--- config.mk ---
export PLATFORM = sky130hd
export DESIGN_NAME = stseq_sequencer
export DESIGN_NICKNAME = d
export VERILOG_FILES = /design/src/include/stseq_pkg.sv /design/src/verilog/stseq_sequencer.sv
export VERILOG_INCLUDE_DIRS = /design/src /design/src/include
export SDC_FILE = /design/constraint.sdc
export NUM_CORES = 1
export LEC_CHECK = 0
export ABC_CLOCK_PERIOD_IN_PS = 6500
export BUFFER_PORTS_ARGS = -buffer_cell sky130_fd_sc_hd__buf_2
export CAP_MARGIN = 20
export CORE_AREA = 2 2 158 160
export DETAILED_ROUTE_END_ITERATION = 10
export DIE_AREA = 0 0 160 162
export HOLD_SLACK_MARGIN = 0.1
export PLACE_DENSITY = 0.76
export SLEW_MARGIN = 15
export SYNTH_ARGS = -nofsm -noshare
export SYNTH_HDL_FRONTEND = slang
export SYNTH_SLANG_ARGS = --single-unit
--- constraint.sdc ---
create_clock -name clk -period 6.5 [get_ports clk]
set_input_delay 0.65 -clock clk [delete_from_list [all_inputs] [get_ports clk]]
set_output_delay 0.65 -clock clk [all_outputs]
set_load 0.1 [all_outputs]
--- src/include/stseq_consts.svh ---
// Constants for the sequential trigger sequencer.
`ifndef STSEQ_CONSTS_SVH
`define STSEQ_CONSTS_SVH
`define STSEQ_LEVELS      16
`define STSEQ_PTR_W       4
`define STSEQ_OCC_W       12
`define STSEQ_OCC_FULL    12'hFFF
`define STSEQ_PTR_ZERO    4'h0
`define STSEQ_TRIG_DLY    2
`define STSEQ_CT_W        16
`define STSEQ_CT_ZERO     16'h0000
// Control word bit positions.
`define STSEQ_CB_LAST_N   0
`define STSEQ_CB_TIMER    1
`define STSEQ_CB_PULSE    2
`define STSEQ_CB_POL      3
`endif

--- src/include/stseq_pkg.sv ---
// Types shared by the sequential trigger sequencer.
package stseq_pkg;
	typedef logic [3:0]  stseq_ptr_t;
	typedef logic [3:0]  stseq_ctl_t;
	typedef logic [11:0] stseq_occ_t;
	typedef enum logic [1:0] {STSEQ_RUN, STSEQ_RELOAD, STSEQ_IDLE} stseq_occ_e;
endpackage

--- src/verilog/stseq_sequencer.sv ---
// What this block does
// Module match is high only when all three byte matches are high.
// Stack match is module match ANDed with every expansion match.
// Polarity bit high counts matches, low counts absences.
// Storage inhibited blocks recognition from the occurrence counter.
// Init clears trigger latch; gate high sets it until acquisition stops.
// Control RAM per level: last, timer, pulse, polarity bits.
// Four-bit level pointer advanced by level clock, forwarded out.
// Manual step enable low plus step toggle advances pointer once.
// Pointer does not count while last level is flagged.
// Restart clears pointer; load strobe parallel-loads it.
// Restart ignored in paired mode or with stack/qualifier match.
// Restart acts only while storage is enabled.
// Restart clears pointer then pulses occurrence reload next cycle.
// Restart pulse clears counter/timer unless clear enable masks it.
// Any clear raises readable cleared flag; preset returns it idle.
// Qualifier trigger word latched only while storage enabled.
// Sequence trigger captured at last level on level increment.
// Trigger inhibit low holds sequence trigger latch inactive.
// Two trigger sources ORed, delayed two cycles, driven out.
// Hold output driven low while module owns trigger path.
// Output disable low releases event and hold outputs.
// Pulse-flag level latched on increment drives sync pulse.
// Occurrence counter is 12-bit, preloaded with complement count.
// At all ones, advance level and reload from next entry.
// Restart reload pulse lasts one clock cycle.
//
// Decided for this implementation: the strobed register port and the register addresses.
`timescale 1ns/10ps
`include "stseq_consts.svh"

module stseq_sequencer #(
	parameter int OCC_W = `STSEQ_OCC_W,
	parameter int CT_W  = `STSEQ_CT_W
)(
	// Clock and reset.
	input  wire logic                  clk,
	input  wire logic                  rst_n,
	// Byte recognizers and expansion stack.
	input  wire logic [2:0]            byte_match,
	input  wire logic                  expansion_match,
	output logic                       module_match_out,
	output logic                       level_advance_clock,
	// Control RAM load port.
	input  wire logic                  ctl_wr,
	input  wire stseq_pkg::stseq_ptr_t ctl_addr,
	input  wire stseq_pkg::stseq_ctl_t ctl_wdata,
	input  wire logic                  occ_wr,
	input  wire stseq_pkg::stseq_occ_t occ_wdata,
	// Controller lines.
	input  wire logic                  module_init,
	input  wire logic                  store_enable_n,
	input  wire logic                  external_trigger_gate,
	input  wire logic                  acquisition_stop,
	input  wire logic                  manual_step_enable_n,
	input  wire logic                  manual_step_clock,
	input  wire logic                  level_pointer_load,
	input  wire stseq_pkg::stseq_ptr_t level_pointer_value,
	input  wire logic                  restart_word,
	input  wire logic                  paired_qualifier_mode,
	input  wire logic                  qualifier_trigger_word,
	input  wire logic                  counter_clear_enable,
	input  wire logic                  cleared_flag_preset,
	input  wire logic                  trigger_inhibit_n,
	input  wire logic                  trigger_output_disable_n,
	// Status and trigger outputs.
	output stseq_pkg::stseq_ptr_t      level_pointer,
	output logic                       timer_action,
	output logic                       occurrence_reload_after_clear,
	output logic                       counter_clear,
	output logic                       counter_cleared_flag,
	output logic                       trigger_event_out,
	output logic                       trigger_event_oe,
	output logic                       acquisition_hold_out,
	output logic                       acquisition_hold_oe,
	output logic                       sync_pulse_out
);
	import stseq_pkg::*;

	// ----------------------------------------------------------------
	// Storage and state
	// ----------------------------------------------------------------
	stseq_ctl_t         ctl_mem_ff [`STSEQ_LEVELS];
	logic [OCC_W-1:0]   occ_mem_ff [`STSEQ_LEVELS];
	logic [OCC_W-1:0]   occ_cnt_ff;
	stseq_ptr_t         ptr_ff;
	logic               recog_permit_ff;
	logic               step_s1_ff;
	logic               step_s2_ff;
	logic               step_s3_ff;
	logic               step_lvl_ff;
	logic               adv_ff;
	logic               reload_ff;
	logic               seq_trig_ff;
	logic               qual_trig_ff;
	logic [`STSEQ_TRIG_DLY-1:0] trig_dly_ff;
	logic               flag_ff;
	logic               clr_ff;
	logic               sync_ff;
	logic               mm_ff;
	logic               oe_ff;
	logic               timer_ff;

	// ----------------------------------------------------------------
	// Combinational decode
	// ----------------------------------------------------------------
	stseq_ctl_t cur_ctl;
	stseq_ptr_t nxt_ptr;
	logic       last_level_n;
	logic       level_pulse_flag;
	logic       match_polarity_select;
	logic       module_match;
	logic       stack_match;
	logic       count_event;
	logic       restart_ok;
	logic       manual_step;
	logic       occ_full;
	logic       ptr_step;

	// Current level's action bits.
	assign cur_ctl               = ctl_mem_ff[ptr_ff];
	assign last_level_n          = cur_ctl[`STSEQ_CB_LAST_N];
	assign level_pulse_flag      = cur_ctl[`STSEQ_CB_PULSE];
	assign match_polarity_select = cur_ctl[`STSEQ_CB_POL];

	// Word match across bytes and the expansion stack.
	assign module_match = &byte_match;
	assign stack_match  = module_match & expansion_match;

	// Polarity, storage gate and trigger latch qualify the count.
	assign count_event = (match_polarity_select ? stack_match
		: ~stack_match)
		& ~store_enable_n
		& recog_permit_ff;

	// Restart accepted only when not shadowed and storage is active.
	assign restart_ok = restart_word & ~paired_qualifier_mode
		& ~stack_match & ~qualifier_trigger_word
		& ~store_enable_n;

	// Manual step: a toggle seen after the synchroniser settles.
	assign manual_step = ~manual_step_enable_n
		& (step_s2_ff == step_s3_ff) & (step_s3_ff != step_lvl_ff);
	assign occ_full    = (occ_cnt_ff == OCC_W'(`STSEQ_OCC_FULL));
	assign ptr_step    = (adv_ff | manual_step) & last_level_n;
	// Level after this edge, so a reload fetches the level being entered.
	assign nxt_ptr = restart_ok ? `STSEQ_PTR_ZERO : level_pointer_load
		? level_pointer_value : ptr_step ? ptr_ff + 1'b1 : ptr_ff;

	// ----------------------------------------------------------------
	// Control and occurrence RAM loading
	// ----------------------------------------------------------------
	// Controller writes action bits and preload counts per level.
	always_ff @(posedge clk)
	begin
		if (ctl_wr)
		begin
			ctl_mem_ff[ctl_addr] <= ctl_wdata;
		end
		if (occ_wr)
		begin
			occ_mem_ff[ctl_addr] <= occ_wdata;
		end
	end

	// ----------------------------------------------------------------
	// External trigger latch
	// ----------------------------------------------------------------
	// Cleared by init; set by the gate until acquisition stops.
	always_ff @(posedge clk)
	begin
		if (!rst_n || module_init || acquisition_stop)
		begin
			recog_permit_ff <= 1'b0;
		end
		else if (external_trigger_gate)
		begin
			recog_permit_ff <= 1'b1;
		end
	end

	// ----------------------------------------------------------------
	// Manual step synchroniser
	// ----------------------------------------------------------------
	// Three stages; a toggle counts once stages two and three agree.
	always_ff @(posedge clk)
	begin
		if (!rst_n)
		begin
			step_s1_ff <= 1'b0;
			step_s2_ff <= 1'b0;
			step_s3_ff <= 1'b0;
			step_lvl_ff <= 1'b0;
		end
		else
		begin
			step_s1_ff <= manual_step_clock;
			step_s2_ff <= step_s1_ff;
			step_s3_ff <= step_s2_ff;
			step_lvl_ff <= (step_s2_ff == step_s3_ff) ? step_s3_ff : step_lvl_ff;
		end
	end

	// ----------------------------------------------------------------
	// Occurrence counter
	// ----------------------------------------------------------------
	// Counts qualified events; at all ones raises the level clock.
	always_ff @(posedge clk)
	begin
		if (!rst_n)
		begin
			occ_cnt_ff <= '0;
			adv_ff     <= 1'b0;
		end
		else if (reload_ff || adv_ff || level_pointer_load)
		begin
			occ_cnt_ff <= occ_mem_ff[nxt_ptr];
			adv_ff     <= 1'b0;
		end
		else if (occ_full)
		begin
			adv_ff <= 1'b1;
		end
		else if (count_event)
		begin
			occ_cnt_ff <= occ_cnt_ff + 1'b1;
		end
	end

	// ----------------------------------------------------------------
	// Level pointer
	// ----------------------------------------------------------------
	// Restart clears, load strobe loads, steps count up.
	always_ff @(posedge clk)
	begin
		if (!rst_n || restart_ok)
		begin
			ptr_ff <= `STSEQ_PTR_ZERO;
		end
		else if (level_pointer_load)
		begin
			ptr_ff <= level_pointer_value;
		end
		else if (ptr_step)
		begin
			ptr_ff <= ptr_ff + 1'b1;
		end
	end

	// ----------------------------------------------------------------
	// Restart reload and counter/timer clear
	// ----------------------------------------------------------------
	// One-cycle reload pulse on the edge after an accepted restart.
	always_ff @(posedge clk)
	begin
		if (!rst_n)
		begin
			reload_ff <= 1'b0;
			clr_ff    <= 1'b0;
		end
		else
		begin
			reload_ff <= restart_ok;
			clr_ff    <= restart_ok & counter_clear_enable;
		end
	end

	// Cleared flag rises on any clear; preset returns it to idle.
	always_ff @(posedge clk)
	begin
		if (!rst_n)
		begin
			flag_ff <= 1'b0;
		end
		else if (clr_ff)
		begin
			flag_ff <= 1'b1;
		end
		else if (cleared_flag_preset)
		begin
			flag_ff <= 1'b0;
		end
	end

	// ----------------------------------------------------------------
	// Trigger sources and delay
	// ----------------------------------------------------------------
	// Qualifier trigger is sticky until init; sequence trigger also clears while inhibit is low.
	always_ff @(posedge clk)
	begin
		if (!rst_n || module_init)
		begin
			seq_trig_ff  <= 1'b0;
			qual_trig_ff <= 1'b0;
		end
		else
		begin
			if (!trigger_inhibit_n)
			begin
				seq_trig_ff <= 1'b0;
			end
			else if (adv_ff && !last_level_n)
			begin
				seq_trig_ff <= 1'b1;
			end
			if (qualifier_trigger_word && !store_enable_n)
			begin
				qual_trig_ff <= 1'b1;
			end
		end
	end

	// Two-stage delay of the ORed trigger.
	always_ff @(posedge clk)
	begin
		if (!rst_n)
		begin
			trig_dly_ff <= '0;
		end
		else
		begin
			trig_dly_ff <= {trig_dly_ff[0], seq_trig_ff | qual_trig_ff};
		end
	end

	// ----------------------------------------------------------------
	// Sync pulse, output enables and registered status
	// ----------------------------------------------------------------
	// Sync pulse on a level increment out of a pulse-flag level.
	always_ff @(posedge clk)
	begin
		if (!rst_n)
		begin
			sync_ff  <= 1'b0;
			mm_ff    <= 1'b0;
			oe_ff    <= 1'b0;
			timer_ff <= 1'b0;
		end
		else
		begin
			sync_ff  <= adv_ff & level_pulse_flag;
			mm_ff    <= module_match;
			oe_ff    <= trigger_output_disable_n;
			timer_ff <= cur_ctl[`STSEQ_CB_TIMER];
		end
	end

	// Output drives.
	assign module_match_out              = mm_ff;
	assign level_advance_clock           = adv_ff;
	assign level_pointer                 = ptr_ff;
	assign timer_action                  = timer_ff;
	assign occurrence_reload_after_clear = reload_ff;
	assign counter_clear                 = clr_ff;
	assign counter_cleared_flag          = flag_ff;
	assign trigger_event_out             = trig_dly_ff[1];
	assign trigger_event_oe              = oe_ff;
	assign acquisition_hold_out          = 1'b0;
	assign acquisition_hold_oe           = oe_ff;
	assign sync_pulse_out                = sync_ff;
endmodule

==> results.yml <==
outcome:
  status: "completed"
drt:
  vias: 7544
  drt-initial-drc-count: 889
  viasPerCell: 5.95
  wl_per_cell_um: 22.4
  drc_errors: 0
  antenna_left: 0
  firstDrtPassIters: 5
  wirelength_um: 28500
clock_tree:
  insertion_delay_ns: 0.56
  numClockSinks: 289
  cts_buffer_depth: 3
  cts_max_level: 1
  clock-root-buffer: "clkbuf_16"
  cts_buffers: 28
  cts_tree: "built"
  cts_resized: 0
  path_clk_slew_ns: 0.06
  cts_hold_buf: 0
  cts_setup_buffers: 0
yosys:
  yosys_warnings: 0
  synth_edf_count: 256
  synth.avg_cell_area_sq_um: 13.8
  synthesis.nets: 912
  ys_ff_latch: 289
  synth.distinct_cells: 71
  yosys_most_used_dff: "edfxtp_1"
  synth_area_sq_mm: 0.0119
  synthArstFlopShare: 0
  yosysSeqAreaShare: 0.699
  synthCells: 864
global_route:
  grt_max_degree: 54
  grtUsageMet2: 0.370
  grt_overflow: 0
  grt_pass1_wl_um: 43600
  grt_pass1_vias: 7425
  antenna_found_initial: 1
  grtUsageTotal: 0.221
  met1_usage: 0.296
  top_usage_layer: "met2"
  met3_usage: 0.0386
floorplanning:
  die_h_um: 162
  chipWidth_um: 160
  rows: 57
  die_area_sq_mm: 0.0259
  ios: 61
  initial_core_util: 0.495
  coreArea_sq_mm: 0.0241
finish:
  drive_gt1_frac: 0.169
  fill_cells: 1923
  syn2layout_area_growth_pct: 12.6
  fin_cells: 1268
  final_nets: 970
power:
  p_leak_uw: 0.00462
  power_density_mw_per_mm2: 300
  ir_worst_vdd_mv: 0.209
sta:
  relSlewSlack: 0.272
  period_share: 0.616
  finalMaxSlewViolations: 0
  tns_ns: 0
  fmax_mhz: 250
  rsz0062_at_grt: "false"
  final-setup-viol-count: 0
  post-route-min-period_ns: 4.01
  fin_worst_skew_ns: 0.0258
  worst_pin_slew_ns: 1.09
  hold_viol: 0
flow_run:
  drv_cap: 0
critical_path:
  cp-end-kind: "flip-flop"
  critPathMaxStageDelay_ns: 0.56
  reg2reg_slack_ns: 2.49
  critical_path.most_common_cell: "and3_1"
  crit_type: "flip-flop to flip-flop"
  critPathRequiredTime_ns: 6.95
  start_kind: "flip-flop"
  crit_chain: "buf_4 -> mux4_2 -> or2_1 -> and3_1 -> or4_4 -> nand3_4 -> mux2i_1 -> o22ai_1 -> a2111oi_0 -> a31oi_1 -> and3_1"
  worstPathMaxFanout: 53
  slowest_stage: "nand3_4"
  crit_arrival_ns: 4.46
worst_hold_path:
  hold_class: "input port to flip-flop"
place:
  io_buffer_count: 59
  dp_hpwl_um: 17300
  gp_congestion: 0.866
  placed_cells: 1216
cell families (layout without fill, tap and decap cells):
group                    after synthesis  in the layout  share of synthesized area
AO/OA/AOI/OAI                        133            133                     0.0796
XOR/XNOR                              12             12                    0.00880
adder cells (fa/ha/maj)                2              2                    0.00210
buffers and inverters                 58            136                     0.0241
flip-flops                           289            289                      0.699
multiplexers                          53             53                     0.0629
other                                  1              3                   0.000314
AND/OR/NAND/NOR                      316            316                      0.123
sequential cells by signal, summed over array words and instances, names as in the netlist, 2 cells and up:
| name | count |
|---|---|
| occ_cnt_ff | 12 |
| occ_mem_ff | 192 |
| trig_dly_ff | 2 |
| level_pointer | 4 |
| ctl_mem_ff | 64 |
cells in the mapped netlist, drive strengths merged (5+ instances only):
cell	n	area, sq um
edfxtp	256	7690
nand2	118	443
nor2	80	300
nand3	51	268
a21oi	34	170
dfxtp	33	661
mux2i	30	300
buf	26	168
clkbuf	21	78.8
o21ai	19	95.1
mux4	17	383
and3	14	92.6
nor3	12	71.3
inv	11	41.3
o211ai	10	75.1
and2	9	56.3
a211oi	8	60.1
xnor2	8	70.1
a31oi	7	43.8
a32oi	6	52.6
mux2	6	67.6
a2111oi	5	56.3
a221oi	5	62.6
o22ai	5	31.3
or2	5	31.3
layer usage:
layer  up-vias  wire length, um
li1       3383                -
met5         -                0
met2       388            13700
met1      3703            11100
met3        70             2810
met4         0              849
where the power goes:
| group | internal [uW] | switching [uW] | total, uW |
|---|---|---|---|
| Sequential | 2070 | 23.8 | 2090 |
| Combinational | 115 | 245 | 361 |
| Clock | 920 | 661 | 1580 |
| Total | 3100 | 930 | 4030 |
worst max-delay path, delay by kind of cell (launching register included):
| kind | cells | cell delay (ns) |
|---|---|---|
| AO/OA/AOI/OAI | 3 | 0.62 |
| AND/OR/NAND/NOR | 5 | 1.77 |
| buffers and inverters | 1 | 0.37 |
| multiplexers | 2 | 0.80 |
| flip-flops | 1 | 0.31 |
layout by cell type (no fill, tap or decap), types with 17 or more instances in the layout:
| master | netlist | layout |
|---|---|---|
| nand2_1 | 118 | 118 |
| buf_2 | 14 | 59 |
| clkbuf_16 | 0 | 28 |
| a21oi_1 | 34 | 34 |
| dfxtp_1 | 33 | 33 |
| edfxtp_1 | 256 | 256 |
| mux4_2 | 17 | 17 |
| nor2_1 | 80 | 72 |
| mux2i_1 | 30 | 30 |
| nand3_1 | 50 | 50 |
area by class of cell:
class,count,area [sq um],share of cell area
Antenna cell,2,5.00,0.000372
Timing Repair Buffer,75,415,0.0309
Tap cell,324,405,0.0302
Multi-Input combinational cell,517,3330,0.248
Sequential cell,289,8350,0.621
Clock buffer,43,797,0.0593
Inverter,11,41.3,0.00307
Clock inverter,7,95.1,0.00708
worst paths after layout:
kind                               start                            to  cells after the start
max          level_pointer[0]$_SDFF_PP0_    occ_cnt_ff[0]$_SDFFE_PN0P_                     11
min reg2reg    trig_dly_ff[0]$_SDFF_PN0_     trig_dly_ff[1]$_SDFF_PN0_                      1
min                     acquisition_stop  recog_permit_ff$_SDFFE_PP0P_                      2
max reg2reg  level_pointer[0]$_SDFF_PP0_    occ_cnt_ff[0]$_SDFFE_PN0P_                     11
stage by stage:
step	worst slack (ns)	hold WS (ns)	total power (uW)	util	cell area, sq um
final	2.49	0.250	4030	0.558	13400
after global routing	2.18	0.229	4150	0.557	13400
after CTS	2.48	0.232	4040	0.557	13400
after detailed placement	2.52	0.423	2490	0.520	12500
after global placement	2.60	0.416	2470	0.520	12500
after floorplan	2.54	0.412	2370	-	11900
No activity file was read; power rests on OpenSTA's default activity.
